===== src/verilog/door_regs.svh =====
`ifndef DOOR_REGS_SVH
`define DOOR_REGS_SVH

// Frame geometry
`define FRAME_BITS 24
`define FRAME_LEN 5'h18
`define CNT_MAX 5'h1F

// Input register 0 fields
`define BIT_SEL 0
`define BIT_CM_LO 18
`define BIT_CM_HI 19
`define BIT_RDIS 20
`define BIT_CLR 22
`define BIT_ENABLE 23

// Driver fields, shared by both input registers
`define DRV_LO 1
`define DRV_HI 17
`define NUM_DRV 17
`define NUM_BRIDGE 6
`define NUM_TESTBR 3

// Status register fields
`define ST_FAULT 0
`define ST_TW 19
`define ST_TSD 20
`define ST_UV 21
`define ST_OV 22
`define ST_ALWAYS 23
`define ST1_USED 17

// Test mode output selection codes, bridge 3..1 both-on
`define TSEL_FAULT 3'h0
`define TSEL_SDI 3'h1
`define TSEL_SCLK 3'h2
`define TSEL_OSC 3'h3
`define TSEL_PWMA 3'h4
`define TSEL_PWMB 3'h5

// Synchroniser widths
`define SER_W 7
`define ANA_W 38
`define SER_RST 7'h40

`endif


===== src/verilog/door_pkg.sv =====
package door_pkg;
`include "door_regs.svh"

  typedef logic [`FRAME_BITS-1:0] frame_word_t;
  typedef logic [`ST_OV:1] status_flags_t;

  typedef struct packed {
    logic sclk_p;
    logic csn_p;
    logic [4:0] cnt;
    logic loaded;
    frame_word_t rx;
    frame_word_t tx;
    logic so;
    frame_word_t ctrl0;
    frame_word_t ctrl1;
    status_flags_t st0;
    status_flags_t st1;
    logic active;
    logic [`NUM_DRV-1:0] drv;
  } spi_state_t;

endpackage


===== src/verilog/bit_sync.sv =====
`timescale 1ns/1ps
module bit_sync #(
  parameter int W = 1,
  parameter logic [W-1:0] RST = '0
) (
  input wire logic clk_sys_i,
  input wire logic arst_n_i,
  input wire logic [W-1:0] d_i,
  output logic [W-1:0] q_o
);
  logic [W-1:0] meta_q;

  always_ff @(posedge clk_sys_i or negedge arst_n_i)
  begin
    if (!arst_n_i)
    begin
      meta_q <= RST;
      q_o <= RST;
    end
    else
    begin
      meta_q <= d_i;
      q_o <= meta_q;
    end
  end
endmodule


===== src/verilog/half_bridge_gate.sv =====
`timescale 1ns/1ps
module half_bridge_gate (
  input wire logic lo_cmd_i,
  input wire logic hi_cmd_i,
  output logic lo_on_o,
  output logic hi_on_o,
  output logic both_cmd_o
);
  // Both commanded means neither side conducts
  assign both_cmd_o = lo_cmd_i & hi_cmd_i;
  assign lo_on_o = lo_cmd_i & ~hi_cmd_i;
  assign hi_on_o = hi_cmd_i & ~lo_cmd_i;
endmodule


===== src/verilog/door_driver_spi_frame_logic.sv =====
// Summary of operation
// RQ1 - Sample serial_in on clock rise, shift 24 bits
// RQ2 - Commit only exactly 24 clocks at select rise
// RQ3 - Select low drives fault bit on output
// RQ4 - First clock rise loads selected status word
// RQ5 - Later clock falls shift next status bit
// RQ6 - Bit 0 picks input and status register
// RQ7 - Bits 1-17 switch matching output drivers
// RQ8 - Bit 23 active; zero gives standby, clear
// RQ9 - Reset starts standby with outputs off
// RQ10 - Bits 18-19 steer current monitor mux
// RQ11 - Bit 22 clears both status registers
// RQ12 - Fault bit combines status bits 1-22
// RQ13 - Over-current disables driver until cleared
// RQ14 - Thermal shutdown forces all drivers off
// RQ15 - Never both sides of half-bridge on
// RQ16 - Test mode muxes chosen signal to output
// RQ17 - Status 0 bit 23 reads one
// RQ18 - Over/undervoltage sets status, outputs off
// RQ19 - Frames travel least significant bit first
// RQ20 - Output high impedance while select high; code drives it while test mode is on
// RQ21 - Test mode follows dedicated test input
`timescale 1ns/1ps
`include "door_regs.svh"
module door_driver_spi_frame_logic
  import door_pkg::*;
(
  input wire logic clk_sys_i,
  input wire logic arst_n_i,
  input wire logic frame_select_n_i,
  input wire logic serial_clk_i,
  input wire logic serial_in_i,
  input wire logic test_mode_i,
  input wire logic pulse_gate_a_i,
  input wire logic pulse_gate_b_i,
  input wire logic osc_2mhz_i,
  input wire logic [`NUM_DRV-1:0] overcurrent_i,
  input wire logic [`NUM_DRV-1:0] open_load_i,
  input wire logic thermal_shutdown_flag_i,
  input wire logic temp_warning_flag_i,
  input wire logic overvoltage_i,
  input wire logic undervoltage_i,
  output logic serial_out_o,
  output logic serial_out_oe_o,
  output logic [`NUM_DRV-1:0] driver_on_o,
  output logic [1:0] current_monitor_sel_o,
  output logic active_o
);
  spi_state_t s_q;
  spi_state_t s_d;
  logic [`SER_W-1:0] ser_s;
  logic [`ANA_W-1:0] ana_s;
  logic csn_s;
  logic sclk_s;
  logic sdi_s;
  logic test_s;
  logic pwma_s;
  logic pwmb_s;
  logic osc_s;
  logic [`NUM_DRV-1:0] oc_s;
  logic [`NUM_DRV-1:0] ol_s;
  logic tsd_s;
  logic tw_s;
  logic ov_s;
  logic uv_s;
  logic csn_fell;
  logic csn_rose;
  logic sclk_rise;
  logic sclk_fall;
  logic commit;
  logic standby_cmd;
  logic status_clr;
  logic fault_w;
  frame_word_t status0_w;
  frame_word_t status1_w;
  status_flags_t ev0;
  status_flags_t ev1;
  logic [`NUM_DRV-1:0] cmd_w;
  logic [`NUM_DRV-1:0] gated_w;
  logic [`NUM_DRV-1:0] oc_block;
  logic [`NUM_BRIDGE-1:0] both_w;
  logic [`NUM_BRIDGE-1:0] shoot_w;
  logic [2:0] tsel;
  logic outputs_ok;
  logic tmux;

  // Every pin from outside except clock and reset passes two flops before use
  bit_sync #(.W(`SER_W), .RST(`SER_RST)) u_ser_sync (
    .clk_sys_i(clk_sys_i),
    .arst_n_i(arst_n_i),
    .d_i({frame_select_n_i, serial_clk_i, serial_in_i, test_mode_i,
          pulse_gate_a_i, pulse_gate_b_i, osc_2mhz_i}),
    .q_o(ser_s)
  );

  bit_sync #(.W(`ANA_W)) u_ana_sync (
    .clk_sys_i(clk_sys_i),
    .arst_n_i(arst_n_i),
    .d_i({overcurrent_i, open_load_i, thermal_shutdown_flag_i,
          temp_warning_flag_i, overvoltage_i, undervoltage_i}),
    .q_o(ana_s)
  );

  // Select synchroniser resets high, so reset makes no false edge
  assign {csn_s, sclk_s, sdi_s, test_s, pwma_s, pwmb_s, osc_s} = ser_s;
  assign {oc_s, ol_s, tsd_s, tw_s, ov_s, uv_s} = ana_s;

  assign csn_fell = ~csn_s & s_q.csn_p;
  assign csn_rose = csn_s & ~s_q.csn_p;
  assign sclk_rise = sclk_s & ~s_q.sclk_p;
  assign sclk_fall = ~sclk_s & s_q.sclk_p;

  assign commit = csn_rose & (s_q.cnt == `FRAME_LEN); // [RQ2]
  assign standby_cmd = commit & ~s_q.rx[`BIT_ENABLE]; // [RQ8]
  assign status_clr = (commit & s_q.rx[`BIT_CLR]) | standby_cmd; // [RQ11]

  // Status events from the analog side
  always_comb
  begin
    ev0 = '0;
    ev1 = '0;
    ev0[`DRV_HI:`DRV_LO] = oc_s;
    ev0[`ST_TW] = tw_s;
    ev0[`ST_TSD] = tsd_s;
    ev0[`ST_UV] = uv_s; // [RQ18]
    ev0[`ST_OV] = ov_s; // [RQ18]
    ev1[`DRV_HI:`DRV_LO] = ol_s;
  end

  assign fault_w = (|s_q.st0) | (|s_q.st1); // [RQ12]
  assign status0_w = {1'b1, s_q.st0, fault_w}; // [RQ17]
  assign status1_w = {1'b0, s_q.st1, fault_w};

  // Driver command and half-bridge interlock
  assign cmd_w = s_q.ctrl0[`DRV_HI:`DRV_LO]; // [RQ7]

  genvar g;
  generate
    for (g = 0; g < `NUM_BRIDGE; g++)
    begin : g_bridge
      half_bridge_gate u_gate (
        .lo_cmd_i(cmd_w[2*g]),
        .hi_cmd_i(cmd_w[2*g+1]),
        .lo_on_o(gated_w[2*g]),
        .hi_on_o(gated_w[2*g+1]),
        .both_cmd_o(both_w[g])
      ); // [RQ15]
      assign shoot_w[g] = driver_on_o[2*g] & driver_on_o[2*g+1];
    end
  endgenerate
  assign gated_w[`NUM_DRV-1:2*`NUM_BRIDGE] =
    cmd_w[`NUM_DRV-1:2*`NUM_BRIDGE];

  // Latched over-current holds off unless recovery is set
  assign oc_block = oc_s |
    (s_q.st0[`DRV_HI:`DRV_LO] & ~s_q.ctrl1[`DRV_HI:`DRV_LO]); // [RQ13]

  assign outputs_ok = s_q.active // [RQ9]
    & ~s_q.st0[`ST_TSD] // [RQ14]
    & ~ov_s & ~uv_s // [RQ18]
    & ~(s_q.ctrl0[`BIT_RDIS] & (s_q.st0[`ST_UV] | s_q.st0[`ST_OV]));

  // Test output selection by both-on bridges 1 to 3
  assign tsel = both_w[`NUM_TESTBR-1:0];
  always_comb
  begin
    unique case (tsel)
      `TSEL_SDI: tmux = sdi_s; // [RQ16]
      `TSEL_SCLK: tmux = sclk_s;
      `TSEL_OSC: tmux = osc_s;
      `TSEL_PWMA: tmux = pwma_s;
      `TSEL_PWMB: tmux = pwmb_s;
      default: tmux = fault_w;
    endcase
  end

  always_comb
  begin
    s_d = s_q;
    s_d.sclk_p = sclk_s;
    s_d.csn_p = csn_s;
    // Events win over a clear in the same cycle
    s_d.st0 = (status_clr ? '0 : s_q.st0) | ev0; // [RQ11]
    s_d.st1 = (status_clr ? '0 : s_q.st1) | ev1;
    if (csn_fell)
    begin
      s_d.cnt = '0;
      s_d.loaded = 1'b0;
    end
    else if (!csn_s && sclk_rise)
    begin
      s_d.rx = {sdi_s, s_q.rx[`FRAME_BITS-1:1]}; // [RQ1] [RQ19]
      if (s_q.cnt != `CNT_MAX)
      begin
        s_d.cnt = s_q.cnt + 5'h01;
      end
      if (!s_q.loaded)
      begin
        s_d.loaded = 1'b1;
        s_d.tx = sdi_s ? status1_w : status0_w; // [RQ4] [RQ6]
      end
    end
    else if (!csn_s && sclk_fall && s_q.loaded)
    begin
      s_d.so = s_q.tx[1]; // [RQ5] [RQ19]
      s_d.tx = {1'b0, s_q.tx[`FRAME_BITS-1:1]};
    end
    if (!s_q.loaded || csn_s)
    begin
      s_d.so = fault_w; // [RQ3]
    end
    if (test_s)
    begin
      s_d.so = tmux; // [RQ16] [RQ21]
    end
    if (standby_cmd)
    begin
      s_d.active = 1'b0; // [RQ8]
      s_d.ctrl0 = '0;
      s_d.ctrl1 = '0;
    end
    else if (commit)
    begin
      s_d.active = 1'b1;
      if (s_q.rx[`BIT_SEL])
      begin
        s_d.ctrl1 = s_q.rx; // [RQ6]
      end
      else
      begin
        s_d.ctrl0 = s_q.rx; // [RQ6]
      end
    end
    s_d.drv = outputs_ok ? (gated_w & ~oc_block) : '0; // [RQ13] [RQ14]
  end

  always_ff @(posedge clk_sys_i or negedge arst_n_i)
  begin
    if (!arst_n_i)
    begin
      s_q <= '0; // [RQ9]
      s_q.csn_p <= 1'b1;
    end
    else
    begin
      s_q <= s_d;
    end
  end

  assign serial_out_o = s_q.so;
  assign serial_out_oe_o = ~csn_s | test_s; // [RQ3] [RQ20] [RQ21]
  assign driver_on_o = s_q.drv;
  assign current_monitor_sel_o = s_q.ctrl0[`BIT_CM_HI:`BIT_CM_LO]; // [RQ10]
  assign active_o = s_q.active;
endmodule


===== config.mk =====
export PLATFORM = sky130hd
export DESIGN_NAME = door_driver_spi_frame_logic
export DESIGN_NICKNAME = d
export VERILOG_FILES = /design/src/verilog/door_pkg.sv /design/src/verilog/bit_sync.sv /design/src/verilog/half_bridge_gate.sv /design/src/verilog/door_driver_spi_frame_logic.sv
export VERILOG_INCLUDE_DIRS = /design/src /design/src/verilog
export SDC_FILE = /design/constraint.sdc
export NUM_CORES = 1
export LEC_CHECK = 0
export BUFFER_PORTS_ARGS = -buffer_cell sky130_fd_sc_hd__clkbuf_2
export CORE_MARGIN = 3
export CORE_UTILIZATION = 58
export DETAILED_ROUTE_END_ITERATION = 7
export PLACE_DENSITY = 0.85
export RECOVER_POWER = 25
export SKIP_LAST_GASP = 1
export SYNTH_ARGS = -nofsm -noshare
export SYNTH_HDL_FRONTEND = slang
export SYNTH_HIERARCHICAL = 1
export SYNTH_SLANG_ARGS = --single-unit

===== constraint.sdc =====
create_clock -name clk_sys_i -period 3.4 [get_ports clk_sys_i]
set_input_delay 1.02 -clock clk_sys_i [delete_from_list [all_inputs] [get_ports clk_sys_i]]
set_output_delay 1.02 -clock clk_sys_i [all_outputs]
set_load 0.05 [all_outputs]

==> reports/results.ini <==
[sta]
worstMarginPinSlew_ns = 2.15
rsz0062_at_grt = no
max_slew_margin_pct = -43.1
hold_viol_final = 0
min_period_ns = 2.69
clock_skew_ns = 0.0195
fmax_mhz = 372
drv_slew = 88
tns_ns = 0
period_share_pct = 79.0
setup_viol = 0

[power]
p_comb_share_pct = 4.4
seq_power_share_pct = 51.3
switchingPower_mw = 1.30
irDropWorstVdd_mv = 0.514
pwr_density_cell_nw_per_um2 = 614
intPower_mw = 4.75
clkPwrFrac_pct = 44.3
sw_frac_of_total_pct = 21.5
leakage_nw = 4.46

[flow_run]
maxCapViolCount = 1

[synthesis]
ys.warnings.count = 6
synth_fp_nets = 679
netlist_instances = 629
syn-mean-instance-area_um2 = 13.9
syn-cell-area_um2 = 8740

[drt]
dr.pass1.iters = 5
drc = 0
vias = 5271
avgRoutedWirePerCell_um = 20.4
viasPerCell = 5.95
drtAntennaViolNets = 0
postRouteWirelength_um = 18000
drt_first_iter_violations = 390

[clocking]
h-tree-depth = 1
clockRootBuffer = clkbuf_16
cts_buffer_depth = 3
cts_made_buffers = 24
cts_setup_buffers = 0
path_clk_slew_ns = 0.06
insertion_delay_ns = 0.51
cts_tree = done
clock-sinks = 239
cts-resized-gates = 0
hold_buffers = 0

[finish]
stdcell_count = 886
layout-drive-gt1-share_pct = 22.8
nNetsFinal = 736
areaGrowthSynthToFinish_pct = 12.7
diodes = 0

[placement]
numPortBuffers = 68
dpl.cell_count = 844
place_hpwl_um = 11200
gp_congestion = 0.844

[worst_setup_path]
critPathArrivalTime_ns = 1.67
start_kind = flip-flop
cp_max_fo = 8
critPathRequiredTime_ns = 2.38
cp-end-kind = output pin
critPathKind = reg -> out

[floorplanning]
start_util_pct = 59.7
core_um2 = 14600
pin_count = 69
dieHeight_um = 129
die-area_um2 = 16600
die_w_um = 129
rows = 44

[min_path]
hp-class = reg -> reg

[run_status]
outcome = complete, but fails checks
violations = capacitance limit, slew limit

[global_route]
track_usage_pct = 22.6
grt_max_degree = 89
grt_overflow = 0
grt_pass1_wl_um = 29300
antenna_found_initial = 0
grt_pass1_vias = 5613

area by class of cell:
cell class                 count  area, um2
clock buffer                  34        689
clock inverter                 8        121
fill                         954       4790
inverter                       4       15.0
multi-input combinational    341       2400
sequential                   239       5980
tap                          184        230
timing repair buffer          76        412
worst paths after layout:
path,from,end,slack (ns),cells past startpoint
min reg2reg,u_ana_sync/meta_q[3],u_ana_sync/q_o[3],0.35,0
min in group asynchronous,arst_n_i,u_ana_sync/meta_q[7],1.15,1
max in group asynchronous,arst_n_i,u_ana_sync/meta_q[29],0.89,2
min,u_ana_sync/meta_q[3],u_ana_sync/q_o[3],0.35,0
max,u_ser_sync/q_o[6],serial_out_oe_o,0.71,2
max reg2reg,u_ser_sync/q_o[6],cmd_w[8],1.09,5
layer usage:
layer | track usage, % | part of all wire [%] | vias up
li1 | - | - | 2302
met1 | 29.0 | 39 | 2712
met2 | 38.7 | 52 | 206
met3 | 4.44 | 6.5 | 51
met4 | 7.72 | 3.1 | 0
met5 | 0 | 0 | -
power groups by stage:
stage	Sequential [mW]	Combinational, mW	Clock (mW)
4_1_cts	3.10	0.275	2.72
5_1_grt	3.11	0.309	2.84
3_5_place_dp	3.15	0.265	0
3_3_place_gp	3.14	0.247	0
6_report	3.10	0.268	2.68
2_1_floorplan	3.11	0.157	0
registers in the layout, indices dropped and copies added, names as in the netlist, 2 cells and up:
register / cells
s_q: 111
u_ana_sync/meta_q: 38
u_ana_sync/q_o: 38
cmd_w: 17
driver_on_o: 17
u_ser_sync/meta_q: 7
u_ser_sync/q_o: 7
current_monitor_sel_o: 2
worst max-delay path, stage by stage, from the launching register on:
cell      delay, ns
dfstp_1        0.65
or2b_1         0.27
clkbuf_2       0.24
layout by cell type (no fill, tap or decap), types with 18 or more instances in the layout:
cell type / instances
clkbuf_2: 67
mux2i_1: 18
a21oi_1: 33
clkbuf_16: 25
nand2_1: 39
nor2b_1: 23
nor4b_1: 19
a21o_1: 38
mux2_2: 26
nor2_1: 23
o21ai_1: 20
a22o_1: 31
dfrtp_1: 236
stage by stage:
step	instance area [um2]	total power [mW]	hold slack [ns]	util [%]	setup slack, ns
final	9850	6.05	0.346	67.3	0.714
after global routing	9850	6.26	0.342	67.3	0.565
after CTS	9860	6.10	0.343	67.3	0.769
after detailed placement	9050	3.41	0.336	61.8	1.25
after global placement	9050	3.38	0.333	61.8	1.34
after floorplan	8740	3.27	0.331	-	1.41
Note: power is estimated with default switching activity, not from simulation.
